File: config.mk
export PLATFORM = sky130hd
export DESIGN_NAME = bcq_master
export DESIGN_NICKNAME = d
export VERILOG_FILES = /design/src/design/bcq_pkg.sv /design/src/design/bcq_lane_map.sv /design/src/design/bcq_master.sv
export SDC_FILE = /design/constraint.sdc
export NUM_CORES = 1
export LEC_CHECK = 0
export BUFFER_PORTS_ARGS = -buffer_cell sky130_fd_sc_hd__buf_2
export CAP_MARGIN = 30
export CORE_ASPECT_RATIO = 1.25
export CORE_UTILIZATION = 47
export DETAILED_ROUTE_END_ITERATION = 8
export PLACE_DENSITY = 0.77
export SLEW_MARGIN = 20
export SYNTH_ARGS = -nofsm -noshare
export SYNTH_HDL_FRONTEND = slang
export SYNTH_SLANG_ARGS = --single-unit
File: constraint.sdc
create_clock -name core_clk -period 1.76 [get_ports core_clk]
set_input_delay 0.264 -clock core_clk [delete_from_list [all_inputs] [get_ports core_clk]]
set_output_delay 0.264 -clock core_clk [all_outputs]
set_load 0.05 [all_outputs]
File: src/design/bcq_pkg.sv
// Functional notes
// RL1: Monitor watches address lines per mode width.
// RL2: Address strobe observation is optional.
// RL3: Master drives address every cycle.
// RL4: Address classes are 16, 24, 32 bits.
// RL5: Master drives modifier code with address.
// RL6: Responder accepts only its address classes.
// RL7: Responder decodes all modifier lines.
// RL8: Master keeps interrupt acknowledge high.
// RL9: Acknowledge high by drive or release.
// RL10: No response while interrupt acknowledge low.
// RL11: Acknowledge low marks interrupt acknowledge cycle.
// RL12: Odd-byte-only responder uses bytes 1, 3.
// RL13: Four data width classes exist.
// RL14: Wide masters should also offer narrow addressing.
// RL15: Halfword master should offer byte cycles.
// RL16: Wide responders should accept narrow transfers.
// RL17: Byte responder never acknowledges double-byte cycles.
// RL18: Responder compares mode lines, needs acknowledge high.
package bcq_pkg;
	localparam int ADDR_W = 32;
	localparam int DATA_W = 32;
	localparam int AM_W   = 6;
	localparam logic [AM_W-1:0] AM_SHORT    = 6'h29;
	localparam logic [AM_W-1:0] AM_STANDARD = 6'h39;
	localparam logic [AM_W-1:0] AM_EXTENDED = 6'h09;
	localparam logic [ADDR_W-1:0] MASK_SHORT    = 32'h0000fffe;
	localparam logic [ADDR_W-1:0] MASK_STANDARD = 32'h00fffffe;
	localparam logic [ADDR_W-1:0] MASK_EXTENDED = 32'hfffffffe;
	localparam logic [3:0] LANES_QUAD = 4'hf;
	localparam int STROBE_SETUP = 1;
	localparam int ACK_TIMEOUT  = 255;
	localparam logic [1:0] ST_OK      = 2'h0;
	localparam logic [1:0] ST_BUSERR  = 2'h1;
	localparam logic [1:0] ST_TIMEOUT = 2'h2;
	localparam logic [1:0] ST_REFUSED = 2'h3;
	typedef enum logic [1:0] {
		short_address_class,
		standard_address_class,
		extended_address_class,
		iack_mode
	} bcq_mode_t;
	typedef enum logic [2:0] {
		width_none,
		even_odd_byte_class,
		odd_byte_only_class,
		halfword_class,
		word_class
	} bcq_width_t;
	typedef struct packed {
		logic              write;
		bcq_mode_t         mode;
		logic [1:0]        size;
		logic [ADDR_W-1:0] addr;
		logic [DATA_W-1:0] wdata;
	} bcq_req_t;
	typedef struct packed {
		logic [1:0]        status;
		logic [DATA_W-1:0] rdata;
	} bcq_rsp_t;
	typedef struct packed {
		logic [ADDR_W-1:0] addr;
		logic [AM_W-1:0]   address_modifier_code;
		logic              lword_n;
		logic              ds0_n;
		logic              ds1_n;
		logic              write_n;
		logic              as_n;
		logic              iack_n;
	} bcq_bus_t;
endpackage

File: src/design/bcq_lane_map.sv
`timescale 1ns/1ps
`default_nettype none
module bcq_lane_map (
	input  wire logic [1:0]  size,
	input  wire logic [1:0]  addr_lo,
	output logic             lword_n,
	output logic             ds0_n,
	output logic             ds1_n,
	output logic [1:0]       shift,
	output logic             legal
);
	always_comb begin
		lword_n = 1'b1;
		ds0_n   = 1'b1;
		ds1_n   = 1'b1;
		shift   = 2'h0;
		legal   = 1'b1;
		unique case (size) // RL13
			2'h0: begin // RL15
				ds0_n = ~addr_lo[0];
				ds1_n = addr_lo[0];
				shift = addr_lo[0] ? 2'h0 : 2'h1; // RL12
			end
			2'h1: begin
				ds0_n = 1'b0;
				ds1_n = 1'b0;
				legal = ~addr_lo[0];
				shift = 2'h0;
			end
			2'h2: begin
				ds0_n   = 1'b0;
				ds1_n   = 1'b0;
				lword_n = 1'b0;
				legal   = (addr_lo == 2'h0);
			end
			default: begin
				legal = 1'b0;
			end
		endcase
	end
endmodule
`default_nettype wire

File: src/design/bcq_master.sv
`timescale 1ns/1ps
`default_nettype none
module bcq_master (
	input  wire logic                     core_clk,
	input  wire logic                     resetn,
	input  wire logic                     req_valid,
	output logic                          req_ready,
	input  wire bcq_pkg::bcq_req_t        req,
	output logic                          rsp_valid,
	output bcq_pkg::bcq_rsp_t             rsp,
	output bcq_pkg::bcq_bus_t             bus,
	output logic [bcq_pkg::DATA_W-1:0]    data_o,
	output logic [bcq_pkg::DATA_W-1:0]    data_oe_n,
	input  wire logic [bcq_pkg::DATA_W-1:0] data_i,
	input  wire logic                     dtack_n,
	input  wire logic                     berr_n
);
	typedef enum logic [2:0] {IDLE, ADDR, STROBE, RELEASE, DONE} bcq_state_t;

	function automatic logic [bcq_pkg::AM_W-1:0] mode_am(input bcq_pkg::bcq_mode_t m); // RL14
		unique case (m)
			bcq_pkg::short_address_class:    mode_am = bcq_pkg::AM_SHORT;
			bcq_pkg::standard_address_class: mode_am = bcq_pkg::AM_STANDARD;
			bcq_pkg::extended_address_class: mode_am = bcq_pkg::AM_EXTENDED;
			bcq_pkg::iack_mode:              mode_am = bcq_pkg::AM_SHORT;
		endcase
	endfunction

	function automatic logic [bcq_pkg::ADDR_W-1:0] mode_mask(input bcq_pkg::bcq_mode_t m);
		unique case (m)
			bcq_pkg::short_address_class:    mode_mask = bcq_pkg::MASK_SHORT;
			bcq_pkg::standard_address_class: mode_mask = bcq_pkg::MASK_STANDARD;
			bcq_pkg::extended_address_class: mode_mask = bcq_pkg::MASK_EXTENDED;
			bcq_pkg::iack_mode:              mode_mask = bcq_pkg::MASK_SHORT;
		endcase
	endfunction

	bcq_state_t        state_r, state_nxt;
	bcq_pkg::bcq_req_t req_r, req_nxt;
	bcq_pkg::bcq_bus_t bus_r, bus_nxt;
	bcq_pkg::bcq_rsp_t rsp_r, rsp_nxt;
	logic [7:0]        cnt_r, cnt_nxt;
	logic [bcq_pkg::DATA_W-1:0] dout_r, dout_nxt;
	logic              drive_r, drive_nxt;
	logic              lword_n, ds0_n, ds1_n, legal;
	logic [1:0]        shift;
	logic [bcq_pkg::DATA_W-1:0] rd_shifted;

	bcq_lane_map u_lane (
		.size    (req_r.size),
		.addr_lo (req_r.addr[1:0]),
		.lword_n (lword_n),
		.ds0_n   (ds0_n),
		.ds1_n   (ds1_n),
		.shift   (shift),
		.legal   (legal)
	);

	// Single bytes and halfwords ride the low lanes; odd bytes always on D00-D07.
	assign rd_shifted = (shift == 2'h1) ? (data_i >> 8) : data_i; // RL12

	always_comb begin
		state_nxt = state_r;
		req_nxt   = req_r;
		bus_nxt   = bus_r;
		rsp_nxt   = rsp_r;
		cnt_nxt   = cnt_r;
		dout_nxt  = dout_r;
		drive_nxt = drive_r;
		unique case (state_r)
			IDLE: begin
				if (req_valid) begin
					// Interrupt acknowledge mode is never issued by this master.
					if (req.mode == bcq_pkg::iack_mode) begin // RL8 RL11
						rsp_nxt   = '{status: bcq_pkg::ST_REFUSED, rdata: '0};
						state_nxt = DONE;
					end else begin
						req_nxt   = req;
						state_nxt = ADDR;
					end
				end
			end
			ADDR: begin
				if (!legal) begin
					rsp_nxt   = '{status: bcq_pkg::ST_REFUSED, rdata: '0};
					state_nxt = DONE;
				end else begin
					bus_nxt.addr    = req_r.addr & mode_mask(req_r.mode); // RL3 RL4
					bus_nxt.address_modifier_code = mode_am(req_r.mode); // RL5
					bus_nxt.iack_n  = 1'b1; // RL8 RL9
					bus_nxt.write_n = ~req_r.write;
					bus_nxt.lword_n = lword_n;
					bus_nxt.as_n    = 1'b0;
					dout_nxt  = (shift == 2'h1) ? (req_r.wdata << 8) : req_r.wdata;
					drive_nxt = req_r.write;
					cnt_nxt   = 8'h00;
					state_nxt = STROBE;
				end
			end
			STROBE: begin
				bus_nxt.ds0_n = ds0_n;
				bus_nxt.ds1_n = ds1_n;
				cnt_nxt = cnt_r + 8'h01;
				if (!bus_r.ds0_n || !bus_r.ds1_n) begin
					if (!dtack_n || !berr_n || cnt_r == 8'(bcq_pkg::ACK_TIMEOUT)) begin
						rsp_nxt.status = !dtack_n ? bcq_pkg::ST_OK :
							(!berr_n ? bcq_pkg::ST_BUSERR : bcq_pkg::ST_TIMEOUT);
						rsp_nxt.rdata = rd_shifted;
						bus_nxt.ds0_n = 1'b1;
						bus_nxt.ds1_n = 1'b1;
						state_nxt = RELEASE;
					end
				end
			end
			RELEASE: begin
				bus_nxt.as_n    = 1'b1;
				bus_nxt.lword_n = 1'b1;
				drive_nxt = 1'b0;
				if (dtack_n && berr_n) begin
					state_nxt = DONE;
				end
			end
			DONE: begin
				state_nxt = IDLE;
			end
			default: begin
				state_nxt = IDLE;
			end
		endcase
	end

	always_ff @(posedge core_clk) begin
		if (!resetn) begin
			state_r <= IDLE;
			req_r   <= '0;
			bus_r   <= '{addr: '0, address_modifier_code: '0, lword_n: 1'b1, ds0_n: 1'b1,
				ds1_n: 1'b1, write_n: 1'b1, as_n: 1'b1, iack_n: 1'b1};
			rsp_r   <= '0;
			cnt_r   <= 8'h00;
			dout_r  <= '0;
			drive_r <= 1'b0;
		end else begin
			state_r <= state_nxt;
			req_r   <= req_nxt;
			bus_r   <= bus_nxt;
			rsp_r   <= rsp_nxt;
			cnt_r   <= cnt_nxt;
			dout_r  <= dout_nxt;
			drive_r <= drive_nxt;
		end
	end

	assign req_ready = (state_r == IDLE);
	assign rsp_valid = (state_r == DONE);
	assign rsp       = rsp_r;
	assign bus       = bus_r;
	assign data_o    = dout_r;
	assign data_oe_n = {bcq_pkg::DATA_W{~drive_r}};
endmodule
`default_nettype wire

* Word level (Yosys, flattened, before mapping)
Index checks and enable logic that the tools add are counted.
** Storage, ports and cells
- Bits in registers :: 190
- Bits of input ports :: 106
- RAM bits :: 0
- Bits in latches :: 0
- Memory bits (read-only) :: 0
- Memories kept :: 0
** Operators by class
- Divide/modulo/power cells :: 0
- Multipliers :: 0
- Equality and inequality tests :: 19
- Bitwise operators :: 5
- Shift operators :: 0
- Muxes and demuxes :: 37
- Magnitude comparators :: 0
- $add $sub $neg :: 1
- Reduce and logical (&&, ||, !) cells :: 23
** Operators by type and width (count)
- $mux W34 :: 5
- $mux W32 :: 4
- $pmux W34 S3 :: 1
- $pmux W32 S3 :: 1
- $and A32 B32 Y32 :: 1
- $mux W3 :: 6
- $pmux W6 S3 :: 1
- $pmux W8 S2 :: 1
- $mux W2 :: 6
- $ne A2 B2 Y1 const B :: 6
- $pmux W3 S4 :: 1
- $pmux W1 S2 :: 5
- $add A8 B1 Y8 const B :: 1
- $eq A2 B2 Y1 const B :: 4
- $eq A8 B8 Y1 const B :: 1
- $mux W8 :: 1
- $eq A2 B1 Y1 const B :: 3
- $eq A3 B2 Y1 const B :: 2
- $logic_not A2 Y1 :: 3
- $reduce_and A2 Y1 :: 3
- $reduce_and A6 Y1 :: 1
- $logic_not A1 Y1 :: 4
- $mux W1 :: 4
- $not A1 Y1 :: 4
- 12 further kinds :: 16

* Logic depth before layout (Yosys ltp)
Gate-level depths: netlist of the first run.
- Word-level depth :: 7
- Depth in mapped cells :: 8

* By module
Synthesis of the first run repeated with hierarchy kept, for this count alone.
** Unflattened totals
- Cells, all modules :: 904
- Area total of the unflattened synthesis :: 7915.1 µm²
** By module, submodules not included
- bcq_master :: sequential area each 3723.6 µm², instances 1, cells an instance 895, area an instance 7851.3 µm²
- bcq_lane_map :: sequential area each 0.0 µm², instances 1, cells an instance 9, area an instance 63.8 µm²

* Worst setup path before layout of the first run
OpenSTA, ideal clock, no wires.
- Path type :: register to register
- Start :: register cnt_r[0]
- End :: register rsp_r (netlist bit rsp[14])
- Clock period less this slack :: 1919 ps
- Cell stages (with the launch flop) :: 9
- Setup slack :: -159 ps
- Arrival time :: 1799 ps
- Cells stage by stage :: dfxtp_1 ha_1 and4_1 a41oi_1 and2_1 buf_2 buf_2 nor4_1 o21bai_2
** Between the ends
- Word-level cells in the longest chain between the ends :: 4
** Ends and longest elaborated chain
- from (decl) :: RTL line bcq_master.sv:42 : logic [7:0] cnt_r, cnt_nxt;
- from (signal assigned) :: RTL line bcq_master.sv:147 : cnt_r <= cnt_nxt;
- $eq A8 B8 Y1 :: RTL line bcq_master.sv:105 : if (!dtack_n || !berr_n || cnt_r == 8'(bcq_pkg::ACK_TIMEOUT)) begin
- $logic_or A1 B1 Y1 :: RTL line bcq_master.sv:105
- $ne A2 B2 Y1 (no line)
- $reduce_and A6 Y1 (no line)
- to (signal assigned) :: RTL line bcq_master.sv:146 : rsp_r <= rsp_nxt;
- to (decl) :: RTL line bcq_master.sv:41 : bcq_pkg::bcq_rsp_t rsp_r, rsp_nxt;
No other way between the ends.
A chain may end at the register's enable or synchronous reset.

* Worst setup path in the final report of the first run
- Start :: register req_r[64] in the netlist's numbering
- End :: register rsp_r (netlist bit rsp[33])
** Between the ends
- Word-level cells in the longest chain between the ends :: 4
- Elaborated cells on any way between the ends :: 6
- Those cells by class :: eq/ne (3); mux (1); reduce/logical (2)
** Ends and longest elaborated chain
- from (decl) :: RTL line bcq_master.sv:39 : bcq_pkg::bcq_req_t req_r, req_nxt;
- from (signal assigned) :: RTL line bcq_master.sv:144 : req_r <= req_nxt;
- $eq A2 B2 Y1 (tied with other cells) :: RTL line bcq_lane_map.sv:18 : unique case (size)
- $pmux W1 S3 * :: RTL line bcq_lane_map.sv:18
- $ne A2 B2 Y1 (no line) *
- $reduce_and A6 Y1 (no line) *
Every way passes the cells marked *; elsewhere a longest branch is shown, timed or not.

==> results of run 1 <==
-- synth_stat cells (3+ instances only) --
cell type / n
a21boi_0: 91
a21boi_1: 20
a21oi_1: 10
and2_1: 4
buf_1: 3
buf_2: 19
buf_4: 43
buf_6: 3
clkbuf_1: 44
dfxtp_1: 186
ha_1: 3
inv_1: 4
mux2i_1: 34
nand2_1: 295
nand3_1: 55
nand3b_1: 9
nand4_1: 3
nor2_1: 14
nor3_1: 6
nor4_1: 25
o211a_1: 26
o21a_1: 3
o21ai_0: 9
o21bai_1: 5
o21bai_2: 20
-- metrics by stage --
step                cells  power (uW)
floorplan             963        8170
global placement     1375        9660
detailed placement   1375        9720
CTS                  1409       14100
global route         1412       14800
finish               1413       14100
-- sequential cells by signal, summed over array words and instances (netlist names) --
signal / flops
cnt_r: 8
bus: 39
req_r: 69
drive_r: 1
state_r: 3
rsp: 34
data_o: 32
-- layout make-up --
cell class	instances	area [sq um]	area share, %
flip-flops and latches	186	3740	35.1
well taps	220	275	2.58
diodes	1	2.50	0.0235
multi-input cells	661	3950	37.1
clock inverters	12	208	1.95
repair inverters	1	7.51	0.0705
repair buffers	308	2010	18.8
clock buffers	20	447	4.19
inverters	4	18.8	0.176
-- timing repair --
| item | CTS | global route |
|---|---|---|
| hold buffers | 0 | 0 |
| setup buffers | 1 | 1 |
| gates resized for setup | 15 | 26 |
| cloned | 1 | 2 |
| pin swaps | 0 | 5 |
| setup endpoints to repair | 72 | 121 |
-- worst max-delay path, delay by kind of cell (launching register included) --
kind                   cells  cell delay [ns]
flip-flops                 1             0.34
AND/OR/NAND/NOR            2             0.48
buffers and inverters      2             0.35
AO/OA/AOI/OAI              3             0.54
-- cells by family after synthesis --
family                   count (synthesis)
multiplexers                            34
AO/OA/AOI/OAI                          194
other                                    2
buffers and inverters                  116
AND/OR/NAND/NOR                        424
adder cells (fa/ha/maj)                  3
flip-flops                             186
XOR/XNOR                                 2
-- path summary, 6_finish.rpt --
check,start,to,slack (ns),cells after the start
max,req_r[64],rsp[33],-0.05,7
min,req[35],req_r[35],0.08,3
max reg2reg,req_r[64],rsp[33],-0.05,7
min reg2reg,bus[23],bus[23],0.45,2
-- layer usage --
layer,vias up,wire [um]
li1,3643,-
met1,3469,9090
met2,259,11000
met3,31,1300
met4,4,457
met5,-,27
-- power by group through the flow --
stage | Combinational [uW] | Sequential [uW] | Clock, uW
5_1_grt | 5180 | 5070 | 4520
3_3_place_gp | 4580 | 5070 | 0
3_5_place_dp | 4640 | 5080 | 0
4_1_cts | 4760 | 5000 | 4330
2_1_floorplan | 2340 | 5830 | 0
6_report | 4850 | 5020 | 4250
==> out/summary.txt, run 1 <==
Status = finished with violations
Failing checks = setup timing
Yosys top cell by area = dfxtp_1
Max Freq = 553 MHz
Ranking of synthesized cells by area = dfxtp_1 (46%), nand2_1 (14%), a21boi_0 (8.4%)
Placed wire-length estimate = 15000 um
Post-route setup TNS = -0.0567 ns
Slowest cell on crit path = or3_4
Layout area overhead = 30.4%
Worst-path maximum fanout = 25
Post-synthesis adder-cell area fraction = 0.460%
CTS tree = built
DR vias = 7406
Sw Share = 35.9%
Synth Area in Simple Gates = 22.5%
Post-synth ARST share = 0%
Clock buffer depth = 2
IO Count = 250
Vias in the first global route = 6806
Commonest non-fill, non-tap cell in the layout = nand2_1
Clock Power Share = 30.1%
Sequential area share after synthesis = 45.6%
Critical path class = reg -> reg
DIE HEIGHT = 149 um
Seq pwr share = 35.5%
Root Buffer = clkbuf_16
CP peak stage delay = 0.42 ns
First-pass detailed-route iteration total = 4
DRC viols = 0
Psw = 5070 uW
Clk sinks = 186
Nets = 1288
WHS = 0.0820 ns
Die Width = 120 um
Synth cell types = 45
Fin. Hold Viols = 0
Proportion of layout cells with a drive suffix above 1 = 33.2%
Detail Route Antenna Nets = 0
Final instance area = 0.0107 sq mm
GRT busiest layer = met2
Final GP Congestion = 0.836
Unrepaired setup endpoints after global routing = yes
P_leak = 0.00475 uW
Syn Std Cell Area = 0.00817 sq mm
Clock skew = 0.00923 ns
Clock transition at path regs = 0.07 ns
Hold Path Class = in -> reg
Main combinational cell family by area after synthesis = simple AND/OR/NAND/NOR gates
Setup violators final = 3
Max-cap violations = 0
Max VDD drop = 700 uV
Gr ovfl total = 0
Pint = 9040 uW
DP Worst Slack = -0.0733 ns
Logic pwr share = 34.4%
Final cell utilization of the core = 63.0%
Fin. max-slew vios = 0
GR Util met3 = 6.27%
Number of port buffers = 245
Crit path cell chain = or3_4, a21oi_2, a2111o_1, buf_12, nor2_8, buf_12, o211a_1
Synth Area in XOR/XNOR = 0.214%
H-tree level count = 4
Antenna violations before repair = 3
DIE AREA = 0.0179 sq mm
Met1 usage = 28.1%
Initial drt markers = 430
WL/cell = 15.5 um
Min Tclk post-route = 1.81 ns
CP Launch Type = flip-flop
Syn_area_per_cell = 8.50 sq um
Fillers = 1439
Via/cell ratio = 5.24
FF+latch count, synth = 186
First-pass GRT wire length = 34300 um
CTS Buf Count = 17
Required @ worst endpoint = 2.08 ns
EDFF count, synth = 0
Final period utilization = 103%
Complex-gate fraction of the synthesized area = 19.1%
WL final = 21900 um
Ys Warns = 0
Most frequent cells in the layout = nand2_1 (294), buf_2 (243), dfxtp_1 (177)
GRT Overall Usage = 24.3%
Main synth FF type = dfxtp_1
Site Rows = 53
Critical Path AT = 2.13 ns
Pwr Density = 1330 mW/mm^2
Post-Synthesis Cells = 961
Largest net degree at the start of global routing = 77
Portion of netlist area occupied by mux cells = 4.17%
Met2 global-route usage = 42.5%
Initial core utilization = 48.3%
Top-area cell type share of the netlist area = 45.6%
Placed cell area = 0.00980 sq mm
Core area = 0.0169 sq mm
CP most frequent cell = buf_12
Clock latency at the later pin of the worst-skew pair = 0.43 ns
Final WS setup = -0.0473 ns
Crit. End Element = flip-flop
Note: power is estimated with default switching activity, not from simulation.
==> run 2, diff against run 1 <==
--- a/config.mk
+++ b/config.mk
@@ -8,9 +8,9 @@
 export BUFFER_PORTS_ARGS = -buffer_cell sky130_fd_sc_hd__buf_2
 export CAP_MARGIN = 30
 export CORE_ASPECT_RATIO = 1.25
-export CORE_UTILIZATION = 47
+export CORE_UTILIZATION = 55
 export DETAILED_ROUTE_END_ITERATION = 8
-export PLACE_DENSITY = 0.77
+export PLACE_DENSITY_LB_ADDON = 0.1
 export SLEW_MARGIN = 20
 export SYNTH_ARGS = -nofsm -noshare
 export SYNTH_HDL_FRONTEND = slang
==> constraint.sdc (replaced) <==
create_clock -name core_clk -period 2.26 [get_ports core_clk]
set_input_delay 0.339 -clock core_clk [delete_from_list [all_inputs] [get_ports core_clk]]
set_output_delay 0.339 -clock core_clk [all_outputs]
set_load 0.02 [all_outputs]
==> run 2 against run 1 <==
- the flow finishes with violations (DRC)
- design area is 7.0% lower
- routed wire length is 9.4% lower
- worst setup slack better by 0.18 ns
- total power is 31% lower
- cell count is 6.2% lower
- critical path type unchanged
- highest routed layer unchanged
==> out/summary.txt, run 2 (synthesis results as in run 1) <==
Max FFs per register = 69 (unchanged)
WHS Path Cells = 3 (unchanged)
CTS Buf Count = 17 (unchanged)
CTS tree = built
Post-route setup TNS = 0 ns (+0.0567 ns)
Root Buffer = clkbuf_16
Most frequent cells in the layout = nand2_1 (295), buf_2 (244), dfxtp_1 (185)
Number of port buffers = 245 (unchanged)
Clock transition at path regs = 0.07 ns (about the same)
Nets = 1245 (-3.3%)
Final period utilization = 94.0% (-8.7 points)
H-tree level count = 4 (unchanged)
First-pass GRT wire length = 31900 um (-7.2%)
Fin. Hold Viols = 0 (unchanged)
Worst-path maximum fanout = 18 (-28%)
Proportion of layout cells with a drive suffix above 1 = 28.5% (-4.7 points)
P_leak = 0.00444 uW (-6.6%)
Vias in the first global route = 6474 (-4.9%)
Pwr Total = 9700 uW (-31%)
DIE AREA = 0.0153 sq mm (-14%)
First-pass detailed-route iteration total = 6 (+2)
Crit. End Element = flip-flop
Antenna violations before repair = 2 (-1)
Worst Hold Launch = req[16]
Sw Share = 33.0% (-3.0 points)
WHS = 0.146 ns (+0.0644 ns)
Failing checks = DRC
Status = finished with violations
Pwr Density = 980 mW/mm^2 (-26%)
Final GP Congestion = 0.790 (-5.5%)
Clock skew = 0.00695 ns (-0.00228 ns)
Logic pwr share = 27.1% (-7.3 points)
Worst r2r dst = rsp[8]
CP Launch Type = flip-flop
R2r setup slk = 0.14 ns (+0.18 ns)
Initial drt markers = 412 (-4.2%)
Psw = 3200 uW (-37%)
Unrepaired setup endpoints after global routing = no
WL final = 19900 um (-9.4%)
Setup violators final = 0 (-3)
Largest net degree at the start of global routing = 94 (+22%)
Worst rel slew slack = 58.0%
Hold EP = req_r[16]
Final WS setup = 0.135 ns (+0.182 ns)
DIE HEIGHT = 138 um (-7.5%)
DR vias = 7074 (-4.5%)
Site Rows = 49 (-7.5%)
Pin slew with the least headroom to its limit = 0.624 ns
Commonest non-fill, non-tap cell in the layout = nand2_1
Pint = 6500 uW (-28%)
# diodes = 0 (-1)
Clock latency at the later pin of the worst-skew pair = 0.43 ns (about the same)
Max VDD drop = 652 uV (-6.8%)
DRC viols = 40 (+40)
Seq pwr share = 40.2% (+4.7 points)
Top reg by flops = req_r
WL/cell = 15.0 um (-3.4%)
Worst r2r src = cnt_r[0]
GRT Overall Usage = 25.8% (+1.5 points)
Fillers = 1258 (-13%)
Max Freq = 471 MHz (-15%)
Max-cap violations = 0 (unchanged)
Core area = 0.0145 sq mm (-14%)
Via/cell ratio = 5.33 (+1.8%)
Layout area overhead = 21.3%
Die Width = 111 um (-7.4%)
Clock buffer depth = 2 (unchanged)
Hold Path Class = in -> reg
Fin. max-slew vios = 0 (unchanged)
Initial core utilization = 56.5% (+8.1 points)
Gr ovfl total = 0 (unchanged)
Placed wire-length estimate = 13000 um (-13%)
DP Worst Slack = 0.144 ns (+0.217 ns)
Detail Route Antenna Nets = 0 (unchanged)
Critical Path AT = 2.44 ns (+0.31 ns)
Register-to-Register Path Depth = 7 (unchanged)
Required @ worst endpoint = 2.58 ns (+0.50 ns)
Critical path class = reg -> reg
Clk sinks = 186 (unchanged)
Clock Power Share = 32.6% (+2.5 points)
Min Tclk post-route = 2.12 ns (+0.318 ns)
IO Count = 250 (unchanged)
-- run 2: final cells by class --
| type | instances | area (sq um) | share of cell area, % |
|---|---|---|---|
| sequential | 186 | 3720 | 37.6 |
| clock inverter | 10 | 165 | 1.67 |
| tap | 178 | 223 | 2.25 |
| multi-input combinational | 661 | 3830 | 38.7 |
| timing repair buffer | 266 | 1490 | 15.0 |
| inverter | 4 | 15.0 | 0.152 |
| clock buffer | 21 | 460 | 4.65 |
-- run 2: stage by stage --
step / cells / area, sq um / utilization, %
floorplan: 963 / 8180 / -
global route: 1326 / 9900 / 68.5
global placement: 1295 / 9280 / 64.1
CTS: 1326 / 9900 / 68.4
finish: 1326 / 9900 / 68.5
detailed placement: 1295 / 9280 / 64.1
-- run 2: routing by layer --
layer	routed length, um	up-vias	GRT usage [%]
met1	8390	3279	31.0
met2	9900	222	44.8
met4	216	2	8.22
li1	-	3551	-
met3	1350	20	6.93
met5	13	-	0
-- run 2: how the worst max path moves through the flow --
stage / start / endpoint / slack, ns / depth (start not counted)
after floorplan: cnt_r[0] / rsp[14] / 0.34 / 8
after global placement: cnt_r[0] / rsp[7] / 0.19 / 7
after detailed placement: cnt_r[0] / rsp[1] / 0.14 / 7
after CTS: cnt_r[0] / rsp[8] / 0.12 / 7
after global routing: cnt_r[0] / rsp[6] / 0.03 / 7
final: cnt_r[0] / rsp[8] / 0.14 / 7
-- run 2: critical path, cell delays in order (launching register included) --
cell	delay, ns
dfxtp_1	0.34
ha_1	0.24
and4_1	0.23
a41oi_1	0.31
and2_1	0.32
buf_4	0.28
nor4_1	0.09
o21bai_2	0.19
-- run 2: timing repair --
item | CTS | global route
endpoints found under the setup margin | 0 | 1
hold buffers | 0 | 0
resized for setup | 0 | 1
buffers inserted | 0 | 0
-- run 2: power by group through the flow --
| stage | Sequential (uW) | Combinational, uW | Clock (uW) |
|---|---|---|---|
| floorplan | 4120 | 1700 | 0 |
| global placement | 3960 | 2630 | 0 |
| detailed placement | 3970 | 2650 | 0 |
| CTS | 3900 | 2660 | 3210 |
| global route | 3950 | 2870 | 3350 |
| finish | 3900 | 2630 | 3170 |
==> run 3, diff against run 2 <==
--- a/config.mk
+++ b/config.mk
@@ -8,10 +8,12 @@
 export BUFFER_PORTS_ARGS = -buffer_cell sky130_fd_sc_hd__buf_2
 export CAP_MARGIN = 30
 export CORE_ASPECT_RATIO = 1.25
-export CORE_UTILIZATION = 55
+export CORE_UTILIZATION = 47
 export DETAILED_ROUTE_END_ITERATION = 8
 export PLACE_DENSITY_LB_ADDON = 0.1
+export SKIP_LAST_GASP = 1
 export SLEW_MARGIN = 20
 export SYNTH_ARGS = -nofsm -noshare
 export SYNTH_HDL_FRONTEND = slang
 export SYNTH_SLANG_ARGS = --single-unit
+export TNS_END_PERCENT = 10
==> constraint.sdc (replaced) <==
create_clock -name core_clk -period 1.9 [get_ports core_clk]
set_input_delay 0.285 -clock core_clk [delete_from_list [all_inputs] [get_ports core_clk]]
set_output_delay 0.285 -clock core_clk [all_outputs]
set_load 0.02 [all_outputs]
==> run 3 against run 2 <==
- the flow now finishes without violations
- non-clock buffer count up 31
- total power up 19%
- sequential share of layout area is 1.3 points lower
- critical endpoint is now rsp[33]
==> out/summary.txt, run 3 (synthesis results as in run 1) <==
CP Launch Type = flip-flop
Hold Path Class = in -> reg
# diodes = 0 (unchanged)
Pint = 7600 uW (+17%)
Required @ worst endpoint = 2.22 ns (-0.36 ns)
Detail Route Antenna Nets = 0 (unchanged)
Logic pwr share = 30.8% (+3.7 points)
Largest net degree at the start of global routing = 129 (+37%)
Psw = 3950 uW (+23%)
CTS tree = built
Clock buffer depth = 2 (unchanged)
Initial core utilization = 48.3% (-8.1 points)
Gr ovfl total = 0 (unchanged)
Crit. End Element = flip-flop
IO Count = 250 (unchanged)
Pin slew with the least headroom to its limit = 0.550 ns (-0.0737 ns)
Antenna violations before repair = 1 (-1)
Sw Share = 34.2% (+1.2 points)
Site Rows = 53 (+8.2%)
Max Freq = 530 MHz (+13%)
Max VDD drop = 641 uV (-1.8%)
Core area = 0.0169 sq mm (+17%)
Seq pwr share = 39.9% (-0.3 points)
Fin. Hold Viols = 0 (unchanged)
DRC viols = 0 (-100%)
Worst rel slew slack = 62.9% (+5.0 points)
DIE AREA = 0.0179 sq mm (+17%)
Root Buffer = clkbuf_16
Min Tclk post-route = 1.89 ns (-0.237 ns)
Critical Path AT = 2.21 ns (-0.23 ns)
Status = completed
Die Width = 120 um (+8.0%)
Pwr Total = 11500 uW (+19%)
H-tree level count = 4 (unchanged)
Clock latency at the later pin of the worst-skew pair = 0.43 ns (about the same)
Proportion of layout cells with a drive suffix above 1 = 31.2% (+2.7 points)
Most frequent cells in the layout = nand2_1 (295), buf_2 (244), dfxtp_1 (183)
First-pass GRT wire length = 33000 um (+3.5%)
WHS = 0.0975 ns (-0.0490 ns)
Clock skew = 0.00816 ns (+0.00121 ns)
Initial drt markers = 409 (-0.73%)
Setup violators final = 0 (unchanged)
CTS Hold Buffers Added = 0 (unchanged)
Clock transition at path regs = 0.07 ns (about the same)
Placed wire-length estimate = 14100 um (+8.8%)
CTS Buf Count = 17 (unchanged)
Layout area overhead = 25.6%
Clock Power Share = 29.3% (-3.3 points)
Final period utilization = 99.4% (+5.3 points)
Final GP Congestion = 0.812 (+2.8%)
Final instance area = 0.0103 sq mm (+3.6%)
GRT Overall Usage = 23.1% (-2.7 points)
Via/cell ratio = 5.13 (-3.9%)
Nets = 1277 (+2.6%)
Cells after DPL = 1366 (+5.5%)
P_leak = 0.00458 uW (+3.2%)
Pwr Density = 1130 mW/mm^2 (+15%)
Worst-path maximum fanout = 16 (-2)
Critical path class = reg -> reg
Top reg by flops = req_r
Clk sinks = 186 (unchanged)
Post-route setup TNS = 0 ns (unchanged)
Final non-filler cell total = 1400 (+5.6%)
DR vias = 7175 (+1.4%)
Fin. max-slew vios = 0 (unchanged)
Commonest non-fill, non-tap cell in the layout = nand2_1
Number of port buffers = 245 (unchanged)
WL/cell = 14.8 um (-1.0%)
WL final = 20800 um (+4.5%)
Fillers = 1588 (+26%)
DIE HEIGHT = 149 um (+8.1%)
First-pass detailed-route iteration total = 5 (-1)
Vias in the first global route = 6588 (+1.8%)
Max FFs per register = 69 (unchanged)
Unrepaired setup endpoints after global routing = yes
Max-cap violations = 0 (unchanged)
Placed cell area = 0.00959 sq mm (+3.4%)
==> run 3: cell types whose count changed in the layout (fill, tap and decap cells not counted), moves of 3 or more <==
cell,previous run,this run
clkinvlp_4,0,5
nor4_2,0,4
buf_12,8,13
nor4_1,25,21
bufinv_16,4,1
buf_4,14,39
==> run 3: cell type report <==
type	count	area (sq um)	area share (%)
multi-input combinational	662	3900	38.0
clock buffer	21	460	4.49
inverter	4	15.0	0.146
clock inverter	10	95.1	0.927
sequential	186	3730	36.3
timing repair buffer	297	1790	17.4
tap	220	275	2.68
==> run 3: final timing paths <==
kind                  start   endpoint  slack, ns  depth (start not counted)
hold reg to reg      bus[1]     bus[1]       0.45                          1
hold / removal      req[39]  req_r[39]        0.1                          3
setup / recovery  req_r[64]    rsp[33]       0.01                          7
setup reg to reg  req_r[64]    rsp[33]       0.01                          7
==> run 3: through the flow <==
stage | worst slack (ns) | utilization, %
floorplan | -0.0187 | -
finish | 0.0119 | 60.7
global placement | -0.126 | 56.7
global route | -0.0488 | 60.7
detailed placement | -0.166 | 56.7
CTS | -0.155 | 60.0
==> run 3: power groups by stage <==
stage / Sequential, uW / Combinational (uW) / Clock [uW]
floorplan: 4900 / 2030 / 0
global placement: 4670 / 3430 / 0
detailed placement: 4680 / 3440 / 0
CTS: 4600 / 3450 / 3470
global route: 4650 / 3900 / 3610
finish: 4610 / 3560 / 3380
==> run 3: repair_timing <==
item	4_1_cts	5_1_grt
gates resized for setup	0	17
setup endpoints to repair	34	77
cloned	0	1
buffers inserted	0	2
pin swaps	1	5
==> run 3: routing by layer <==
layer / GRT usage, % / share of wire (%) / up-vias
met5: 0 / 0.039 / -
met4: 6.31 / 1.2 / 2
met3: 6.00 / 5.3 / 16
met2: 39.2 / 49 / 191
met1: 28.9 / 45 / 3353
li1: - / - / 3613
==> run 3: worst max-delay path, stage by stage (launching register included) <==
cell and delay (ns):
dfxtp_2 0.34, or3_4 0.41, a21oi_4 0.15, a2111o_1 0.33, buf_6 0.16, nor2_4 0.04, buf_12 0.16, o211a_1 0.20
